File: config.mk
export PLATFORM = sky130hd
export DESIGN_NAME = doag_top
export DESIGN_NICKNAME = d
export VERILOG_FILES = /design/src/doag_pkg.sv /design/src/doag_top.sv
export SDC_FILE = /design/constraint.sdc
export NUM_CORES = 1
export LEC_CHECK = 0
export ABC_AREA = 1
export BUFFER_PORTS_ARGS = -buffer_cell sky130_fd_sc_hd__buf_2
export CORE_ASPECT_RATIO = 0.5
export CORE_MARGIN = 4
export CORE_UTILIZATION = 45
export DETAILED_ROUTE_END_ITERATION = 7
export GPL_TIMING_DRIVEN = 1
export HOLD_SLACK_MARGIN = 0.08
export PLACE_DENSITY_LB_ADDON = 0.25
export SYNTH_ARGS = -nofsm -noshare
export SYNTH_HDL_FRONTEND = slang
export SYNTH_SLANG_ARGS = --single-unit
File: constraint.sdc
create_clock -name MCLK -period 5.5 [get_ports MCLK]
set_input_delay 0.825 -clock MCLK [delete_from_list [all_inputs] [get_ports MCLK]]
set_output_delay 0.825 -clock MCLK [all_outputs]
set_load 0.05 [all_outputs]
File: src/doag_pkg.sv
// package for the dual operand address generator
package doag_pkg;
   localparam int ADDR_W = 14;
   localparam int NPTR = 4;
   localparam int SEL_W = 2;
   localparam logic [ADDR_W-1:0] PTR_RST = 14'h0000;
   localparam logic [ADDR_W-1:0] LEN_ZERO = 14'h0000;

   // one generator request from decode for a single cycle
   typedef struct packed {
      logic use_ptr;
      logic [1:0] ptr_sel;
      logic [1:0] mod_sel;
   } doag_req_type;

   // register load port from the sequencer side
   typedef struct packed {
      logic load_ptr;
      logic load_mod;
      logic load_len;
      logic [1:0] sel;
      logic [13:0] data;
   } doag_load_type;
endpackage

File: src/doag_top.sv
// two operand address generators with post-modify and modulo wrap
`timescale 1ns/1ps
module doag_top #(
   parameter int AW = doag_pkg::ADDR_W
) (
   input wire logic MCLK,
   input wire logic RST_B,
   input wire doag_pkg::doag_req_type DM_REQ,
   input wire doag_pkg::doag_req_type PM_REQ,
   input wire doag_pkg::doag_load_type DM_LOAD,
   input wire doag_pkg::doag_load_type PM_LOAD,
   output logic [doag_pkg::ADDR_W-1:0] DATA_MEMORY_ADDRESS_BUS,
   output logic [doag_pkg::ADDR_W-1:0] PROGRAM_MEMORY_ADDRESS_BUS,
   output logic DM_ADDR_VALID,
   output logic PM_ADDR_VALID
);
   import doag_pkg::*;

   // the buses are sized by the package width, so nothing else is served
   if (AW != ADDR_W) begin : gen_aw_check
      $error("AW must equal ADDR_W");
   end

   logic [ADDR_W-1:0] ptr_r [2][NPTR];
   logic [ADDR_W-1:0] ptr_nxt [2][NPTR];
   logic [ADDR_W-1:0] mod_r [2][NPTR];
   logic [ADDR_W-1:0] mod_nxt [2][NPTR];
   logic [ADDR_W-1:0] len_r [2][NPTR];
   logic [ADDR_W-1:0] len_nxt [2][NPTR];
   logic [ADDR_W-1:0] addr_r [2];
   logic [ADDR_W-1:0] addr_nxt [2];
   logic vld_r [2];
   logic vld_nxt [2];
   // base of each circular buffer, captured when a pointer is loaded
   logic [ADDR_W-1:0] base_r [2][NPTR];
   logic [ADDR_W-1:0] base_nxt [2][NPTR];
   doag_req_type req [2];
   doag_load_type ld [2];

   assign req[0] = DM_REQ;
   assign req[1] = PM_REQ;
   assign ld[0] = DM_LOAD;
   assign ld[1] = PM_LOAD;

   // modulo post-modify; modify magnitude must not exceed the length
   function automatic logic [ADDR_W-1:0] post_mod(
      input logic [ADDR_W-1:0] p,
      input logic [ADDR_W-1:0] m,
      input logic [ADDR_W-1:0] l,
      input logic [ADDR_W-1:0] b
   );
      logic [ADDR_W:0] sum;
      logic [ADDR_W:0] top;
      logic neg;
      sum = {1'b0, p} + {m[ADDR_W-1], m};
      top = {1'b0, b} + {1'b0, l};
      neg = m[ADDR_W-1];
      post_mod = sum[ADDR_W-1:0];
      if (l != LEN_ZERO) begin
         // full-width compare so a buffer ending at the top still wraps
         if (!neg && (sum >= top)) begin
            post_mod = ADDR_W'(sum - {1'b0, l});
         end else if (neg && (sum[ADDR_W-1:0] < b)) begin
            post_mod = ADDR_W'(sum[ADDR_W-1:0] + l);
         end
      end
   endfunction

   genvar g;
   generate
      for (g = 0; g < 2; g++) begin : gen_gen
         always_comb begin
            for (int i = 0; i < NPTR; i++) begin
               ptr_nxt[g][i] = ptr_r[g][i];
               mod_nxt[g][i] = mod_r[g][i];
               len_nxt[g][i] = len_r[g][i];
               base_nxt[g][i] = base_r[g][i];
            end
            addr_nxt[g] = addr_r[g];
            vld_nxt[g] = req[g].use_ptr;
            // access drives current pointer, then post-modifies it
            if (req[g].use_ptr) begin
               addr_nxt[g] = ptr_r[g][req[g].ptr_sel];
               ptr_nxt[g][req[g].ptr_sel] = post_mod(
                  ptr_r[g][req[g].ptr_sel], mod_r[g][req[g].mod_sel],
                  len_r[g][req[g].ptr_sel], base_r[g][req[g].ptr_sel]);
            end
            // a load wins over a post-modify of the same pointer
            if (ld[g].load_ptr) begin
               ptr_nxt[g][ld[g].sel] = ld[g].data;
               base_nxt[g][ld[g].sel] = ld[g].data;
            end
            if (ld[g].load_mod) mod_nxt[g][ld[g].sel] = ld[g].data;
            if (ld[g].load_len) len_nxt[g][ld[g].sel] = ld[g].data;
         end

         always_ff @(posedge MCLK or negedge RST_B) begin
            if (!RST_B) begin
               for (int i = 0; i < NPTR; i++) begin
                  ptr_r[g][i] <= PTR_RST;
                  mod_r[g][i] <= PTR_RST;
                  len_r[g][i] <= LEN_ZERO;
                  base_r[g][i] <= PTR_RST;
               end
               addr_r[g] <= PTR_RST;
               vld_r[g] <= 1'b0;
            end else begin
               for (int i = 0; i < NPTR; i++) begin
                  ptr_r[g][i] <= ptr_nxt[g][i];
                  mod_r[g][i] <= mod_nxt[g][i];
                  len_r[g][i] <= len_nxt[g][i];
                  base_r[g][i] <= base_nxt[g][i];
               end
               addr_r[g] <= addr_nxt[g];
               vld_r[g] <= vld_nxt[g];
            end
         end

      end
   endgenerate

   always_comb begin
      DATA_MEMORY_ADDRESS_BUS = addr_r[0];
      PROGRAM_MEMORY_ADDRESS_BUS = addr_r[1];
      DM_ADDR_VALID = vld_r[0];
      PM_ADDR_VALID = vld_r[1];
   end
endmodule

==> results of run 1 <==
## layer usage
metal  up-vias  global-route usage, %
met4         0                  10.69
met1     13190                  37.86
li1      13310                      -
met3       218                  4.009
met5         -                      0
met2       960                  44.94
## layout make-up
cell class                 count  share of cell area, %
multi-input combinational   2856                  44.58
timing repair buffer         297                  6.565
inverter                     481                  5.408
clock inverter                 9                 0.2583
sequential                   478                  35.78
tap                          871                  3.260
clock buffer                  73                  4.147
## synthesized netlist by cell type, types with 15 or more instances
cell and instances:
sky130_fd_sc_hd__nand2_1 1199, sky130_fd_sc_hd__dfrtp_1 478, sky130_fd_sc_hd__o21ai_0 453, sky130_fd_sc_hd__inv_1 449
sky130_fd_sc_hd__nor2_1 256, sky130_fd_sc_hd__nand3_1 202, sky130_fd_sc_hd__ha_1 148, sky130_fd_sc_hd__a21oi_1 139
sky130_fd_sc_hd__clkbuf_1 105, sky130_fd_sc_hd__a22oi_1 88, sky130_fd_sc_hd__xor2_1 64, sky130_fd_sc_hd__o22ai_1 51
sky130_fd_sc_hd__a31oi_1 28, sky130_fd_sc_hd__nand4_1 28, sky130_fd_sc_hd__buf_2 22, sky130_fd_sc_hd__inv_2 22
sky130_fd_sc_hd__nand2_2 21, sky130_fd_sc_hd__o21a_1 18, sky130_fd_sc_hd__o21bai_1 17, sky130_fd_sc_hd__xnor2_1 16
sky130_fd_sc_hd__and2_1 15
## worst max-delay path: cells and delay by family
family / cells / cell delay (ps)
buffers and inverters: 5 / 860
AOI/OAI and AO/OA: 4 / 980
adders and majority gates: 2 / 670
xor gates and xnor gates: 1 / 130
and+or+nand+nor: 20 / 2110
## metrics by stage
stage	utilization, %	std cells	total power [uW]	setup WS [ps]
floorplan	-	3957	11920	343.1
finish	52.50	5065	19090	364.3
detailed placement	50.17	4983	15720	-259.0
global route	52.50	5065	20580	12.87
CTS	52.49	5065	18980	347.1
global placement	50.17	4983	15600	-288.8
## state kept, by name, indices dropped and copies added, names as in the netlist
| signal | cells |
|---|---|
| len_r | 112 |
| base_r | 112 |
| DATA_MEMORY_ADDRESS_BUS | 14 |
| ptr_r | 112 |
| PM_ADDR_VALID | 1 |
| mod_r | 112 |
| DM_ADDR_VALID | 1 |
| PROGRAM_MEMORY_ADDRESS_BUS | 14 |
## power by group through the flow
stage                     registers, uW  clock network [uW]  logic (uW)
after floorplan                    4960                   0        6960
after global placement             4840                   0       10800
after detailed placement           4860                   0       10900
after CTS                          4810                3240       10900
after global routing               4910                3380       12300
final                              4830                3190       11100
## path summary, 6_finish.rpt
check                                 from          end  slack, ps
worst max-delay path             PM_REQ[2]    ptr_r[32]        360
worst min-delay path                 RST_B  base_r[109]        220
worst max register to register   mod_r[14]    ptr_r[39]        800
worst min register to register  base_r[78]   base_r[78]        470
max in group asynchronous            RST_B    ptr_r[14]       3960
min in group MCLK               base_r[78]   base_r[78]        470
## cell families after synthesis
kind of cell / synth area share (%)
AND/OR/NAND/NOR: 24.89
XOR/XNOR: 2.395
flip-flops: 40.88
buffers and inverters: 8.313
AO/OA/AOI/OAI: 16.64
adder cells (fa/ha/maj): 6.876
## timing repair
action,in CTS,in global routing
endpoints found under the setup margin,0,14
hold endpoints to repair,0,0
resized for setup,0,3
==> results.md, run 1 <==
- During synthesis, Yosys emitted a total of 0 warnings.
- The share of total power consumed by net switching is about 47%.
- The total vias in the final route is 27,670.
- The initial utilization of the core area, before any placement, comes to ~46%.
- Setup total negative slack on the finished layout was measured at 0 ps.
- For this design, the slowest cell found on the critical path is sky130_fd_sc_hd__a221oi_2.
- The tool flagged a number of max-cap violations equal to 0.
- The post-placement cell area is between 0.03 and 0.04 mm^2.
- The commonest non-fill, non-tap cell in the layout is sky130_fd_sc_hd__nand2_1.
- The wire length per cell after detailed routing is around 19 um.
- The count of standard-cell rows is 65.
- The critical path startpoint category is a primary input.
- The die is 368.6 um wide.
- The multi-input combinational cells in the finished layout cover a total of around 0.015 mm^2.
- The repair_antennas step left the layout with diodes totalling 0.
- The vias per cell is between 5 and 6.
- Measured along the y axis, the die boundary spans 188.3 um.
- The synthesized netlist contains 56 unique library cells.
- The total number of nets in the final design is around 4,400.
- The internal cell power is just over 10,000 uW.
- The share of power burned in combinational logic is just under 60%.
- After detailed routing, the wire length on met1 is 42,310 um.
- The net count after synthesis is approximately 4,200.
- For the worst flop-to-flop path, the logic depth is 29.
- After synthesis the netlist holds a flip-flop and latch count of about 480.
- The clock passes through at most 3 buffers.
- The H-tree was split into 2 levels.
- Of the available clock period, the critical path in the final layout requires approximately 93%.
- Entering global routing, the biggest net connects around 140 pins.
- The measured slew at the worst slew-check pin is roughly 1200 ps.
- After routing the design area is roughly 0.033 mm^2.
- The routed length on met2 is between 40,000 and 50,000 um.
- The post-synthesis cell type with the largest combined area is sky130_fd_sc_hd__dfrtp_1.
- In the final layout, the share of cells above drive strength 1 is a little over a tenth.
- The number of antenna violations at the first check in global routing came to 0.
- The TritonCTS buffer count is between 40 and 50.
- The maximum clock frequency is between 0.15 and 0.2 GHz.
- The final number of hold-violating endpoints is 0.
- The clock-pin transition on the worst setup and hold timing paths is approximately 60 ps.
- In the global route stage, overall resource usage came out at ~28%.
- The worst-path maximum fanout is 22.
- The clock period minus final worst setup slack is between 5000 and 6000 ps.
- STA classifies the critical path endpoint as a flop.
- The setup violation total in the final timing report is 0.
- The via count of the first global-routing pass came to between 20,000 and 30,000.
- The die covers roughly 0.069 mm^2.
- Detailed placement ended at an HPWL of 73,000 um.
- In this run the tool buffered the top-level ports with slightly below 80 buffer cells.
- The number of synthesized flops with an enable pin is 0.
- The global route total overflow is 0.
- Routability-driven placement finished with a final weighted congestion of a little over 1.
- In the synthesized netlist the dominant register cell turns out to be sky130_fd_sc_hd__dfrtp_1.
- The amount of wire on met3 after detailed routing is approximately 6400 um.
- The worst pin sits at a relative slew slack of 17.94%.
- The max-slew violation count is 0.
- The setup path with the least slack is of type in2reg.
- Setup repair after global routing left no endpoint under its margin.
- The synthesized instance count is between 3,000 and 4,000.
- The worst hold path belongs to the class in2async.
- The detailed-route wire length is slightly below 100,000 um.
- The total net switching power is 8933 uW.
- The flow ran to the end, and the final reports show no timing, DRC or antenna violations.
- The worst IR drop on VDD is between 0.0003 and 0.0004 V.
- The clock net sink count is 478.
- Clock latency on the worst-skew pair, taken at its later pin, is 600 ps.
- The hold buffer count at cts is 0.
- The layout-stage area growth over the synthesis result is 14.26%.
- Registers are responsible for between 20% and 30% of the overall power.
- The pre-antenna-repair detailed-routing pass consisted of 8 iterations.
- For this run, the slowest stage of the critical path takes ~380 ps.
- The CTS root buffer is sky130_fd_sc_hd__clkbuf_16.
- After synthesis, flip-flops and latches occupy 40.88% of the total area.
- The clock tree from TritonCTS is built.
- For this run, design rule violations remaining after detail routing come to 0.
- The top cell types in the final layout, fill and taps aside, are sky130_fd_sc_hd__nand2_1 (1,198), sky130_fd_sc_hd__dfrtp_1 (478), sky130_fd_sc_hd__o21ai_0 (453).
- Post-CTS timing repair inserted 0 buffers for setup.
- Routed signal wires occupy layers up through met4.
- In this run the power density over the cells is 571.1 mW/mm^2.
- The leakage power is 0.01749 uW.
- The arrival time of the worst setup path is approximately 5600 ps.
- The global-route wire length before repair is about 150,000 um.
- The cell that appears most often on the critical path is sky130_fd_sc_hd__nand2_1.
- Counting flops with an async set or reset pin after synthesis yields a share of 100.0%.
- In this run, the number of DRC markers left after iteration 0 of detailed routing was approximately 2,900.
- In this run the remaining antenna-violating nets after routing total 0.
- The combined flip-flop and latch cell area is 0.01196 mm^2.
- The share of total power dissipated in the clock network is between 15 and 20%.
- Yosys attributes the largest share of cell area to sky130_fd_sc_hd__dfrtp_1 (41%), sky130_fd_sc_hd__nand2_1 (15%), sky130_fd_sc_hd__o21ai_0 (7.7%).
- For the worst setup path, the data required time is slightly below 6000 ps.
- The worst clock skew is 25.10 ps.
- The core region is about 0.064 mm^2.
- The area of the mapped netlist is between 0.02 and 0.03 mm^2.
- The per-instance average area after synthesis is 7.394 um^2.
- After filler insertion, the fill cell instance count of the layout stands at a little over 6,000.
- During I/O placement, the number of pins put on the boundary was 80.
- The worst hold margin is between 200 and 250 ps.
- The area share of the leading cell type in the synthesized netlist is around 41%.
(Power assumes the default switching activity.)
==> inputs of run 2 (changes only) <==
BUFFER_PORTS_ARGS = unset   (was -buffer_cell sky130_fd_sc_hd__buf_2)
DONT_BUFFER_PORTS = 1   (was unset)
==> results.md, run 2 (same netlist as run 1, synthesis figures left out) <==
- Along the worst path, the maximum fanout reaches 16.
- On the worst path, the slowest cell contributes a delay of 460 ps.
- Across the routed clock network, the largest skew measured is between 20 and 25 ps.
- The number of search-and-repair iterations in the first detailed-routing pass is 5.
- Entering global routing, the biggest net connects 479 pins.
- The clock tree from TritonCTS is built.
- After layout, the worst path uses between 80% and 90% of the clock period.
- The setup path with the least slack is of type in2reg.
- The worst-case IR drop observed on VDD is roughly 0.00031 V.
- The max-slew violation count is 0.
- The total non-filler cell area in the finished layout is around 0.033 mm^2.
- For this design, the slowest cell found on the critical path is sky130_fd_sc_hd__fa_1.
- The vias per cell is 5.532.
- The internal power of the cells totals slightly above 10,000 uW.
- The clock passes through at most 3 buffers.
- STA puts the critical path data required time at approximately 6000 ps.
- Combinational cells account for ~55% of the total power.
- The clock period could shrink to around 4800 ps.
- Net switching is between 40 and 50% of the power.
- The max-cap check violation count is 0.
- The wire length per cell after detailed routing is roughly 20 um.
- In the layout the commonest cells are sky130_fd_sc_hd__nand2_1 (1,199), sky130_fd_sc_hd__dfrtp_1 (478), sky130_fd_sc_hd__o21ai_0 (453).
- The via count of the first global-routing pass is 25,720.
- The leakage power is 0.01691 uW.
- After the last flow step, the layout net total stands at approximately 4,200.
- The die span in y is around 190 um.
- The area growth from synthesis to layout is 11.52%.
- The worst setup path is captured at a flop.
- Measured against its own limit, the worst slew margin works out to between 10 and 15%.
- The number of antenna diodes in the final layout is 0.
- The number of nets with antenna violations after detailed routing is 0.
- The horizontal die dimension is 368.6 um.
- The worst path buffer plus inverter count is 5.
- In this run, CTS created clock tree buffers numbering between 40 and 50.
- The layout filler cell count is around 6,200.
- The number of antenna violations at the first check in global routing is 0.
- The detailed-route wire length is slightly below 100,000 um.
- In this run the register-to-register setup slack is between 800 and 900 ps.
- The source of the worst register-to-register timing path is mod_r[14].
- In this run the standard cell core region covers about 0.064 mm^2.
- The remaining design rule violation count is 0.
- STA classifies the critical path startpoint as a primary input.
- The final number of hold-violating endpoints is 0.
- The initial standard-cell utilization of the core is between 40% and 50%.
- The most numerous cell type found on the critical path is sky130_fd_sc_hd__nand2_1.
- The endpoint identified for the worst register-to-register timing path is ptr_r[25].
- The worst min-delay path class is in2async.
- The clock network fraction of design power is 17.9%.
- For the worst setup path, the data arrival time is 5260 ps.
- The global route total overflow is 0.
- The fraction of final layout cells with drive strength greater than 1 is 8.053%.
- The CTS root buffer is sky130_fd_sc_hd__clkbuf_16.
- The area enclosed by the die boundary is roughly 0.07 mm^2.
- The estimated wirelength of the detail-placed design is 70,000 um.
- For the pin with the worst max-slew slack, the measured transition is roughly 1300 ps.
- The first global-routing pass estimated ~150,000 um of wire.
- At the end of routability-driven placement, the weighted congestion stood at 0.9941.
- The initialized floorplan defines 65 standard-cell rows.
- The fraction of the core area covered by cells at the end of the flow is approximately half.
- The total net switching power is 8867 uW.
- The setup violation total in the final timing report is 0.
- The relative contribution of sequential cells to total power is a little over a quarter.
- In this run the power density over the cells is ~580 mW/mm^2.
- The clock-pin transition on the worst setup and hold timing paths is approximately 70 ps.
- The combined flip-flop and latch cell area is 0.01196 mm^2.
- The number of buffers inserted by post-CTS setup repair is 0.
- The total routing usage reported by global routing is a little over a quarter.
- The maximum clock frequency is about 0.21 GHz.
- The cell family contributing the most delay on the critical path is simple AND/OR/NAND/NOR gates.
- The depth of the worst register-to-register path is 25.
- The number of top-level pins is 80.
- The run finished with clean final reports.
- The commonest non-fill, non-tap cell in the layout is sky130_fd_sc_hd__nand2_1.
- After the first detailed-routing iteration, the DRC count stood at roughly 2,700.
- The final route contains 27,210 vias.
- The post-placement cell area is 0.03101 mm^2.
- The footprint of the multi-input gates is 0.01491 mm^2.
- The port buffer count is 0.
- The clock net sink count is between 400 and 500.
- Setup repair after global routing left no endpoint under its margin.
- The clock network latency to the later pin of the worst-skew pair is 590 ps.
- The H-tree was split into 2 levels.
run 2: final cells by class:
class	instances	share of cell area [%]
inverter	481	5.541
sequential	478	36.66
tap	871	3.340
timing repair buffer	152	3.904
clock inverter	18	0.7707
multi-input combinational	2856	45.69
clock buffer	63	4.095
run 2: worst max path at each step:
| stage | start | endpoint | slack, ps | cells after the start |
|---|---|---|---|---|
| after CTS | DM_REQ[2] | ptr_r[91] | 420 | 30 |
| after floorplan | DM_REQ[2] | ptr_r[111] | 340 | 33 |
| after global routing | DM_REQ[2] | ptr_r[104] | 290 | 30 |
| final | PM_REQ[3] | ptr_r[16] | 700 | 29 |
| after detailed placement | DM_REQ[2] | ptr_r[91] | -130 | 30 |
| after global placement | DM_REQ[2] | ptr_r[86] | -90 | 29 |
run 2: layer usage:
metal	global-route usage, %	up-vias	part of all wire (%)
li1	-	13020	-
met1	36.85	12900	43
met2	44.50	1071	45
met3	5.013	217	7.8
met4	9.988	0	3.9
met5	0	-	0
run 2: timing repair:
| item | 4_1_cts | 5_1_grt |
|---|---|---|
| gates resized for setup | 0 | 1 |
| endpoints found under the setup margin | 0 | 9 |
| hold endpoints to repair | 478 | 196 |
run 2: per-stage QoR:
stage / hold WS, ps / total power (uW) / setup TNS [ps] / setup slack (ps) / instances
floorplan: 442.2 / 11920 / 0 / 343.1 / 3957
global placement: 455.7 / 15190 / -2262 / -85.32 / 4837
detailed placement: 458.8 / 15330 / -5743 / -132.0 / 4837
CTS: -92.00 / 18800 / 0 / 421.0 / 4918
global route: -23.98 / 20420 / 0 / 291.3 / 4919
finish: 26.75 / 18970 / 0 / 702.7 / 4919
run 2: power groups by stage:
stage | clock (uW) | combinational [uW] | sequential [uW]
final | 3400 | 10500 | 5070
after global routing | 3610 | 11600 | 5160
after CTS | 3450 | 10300 | 5060
after detailed placement | 0 | 10200 | 5110
after global placement | 0 | 10100 | 5090
after floorplan | 0 | 6960 | 4960
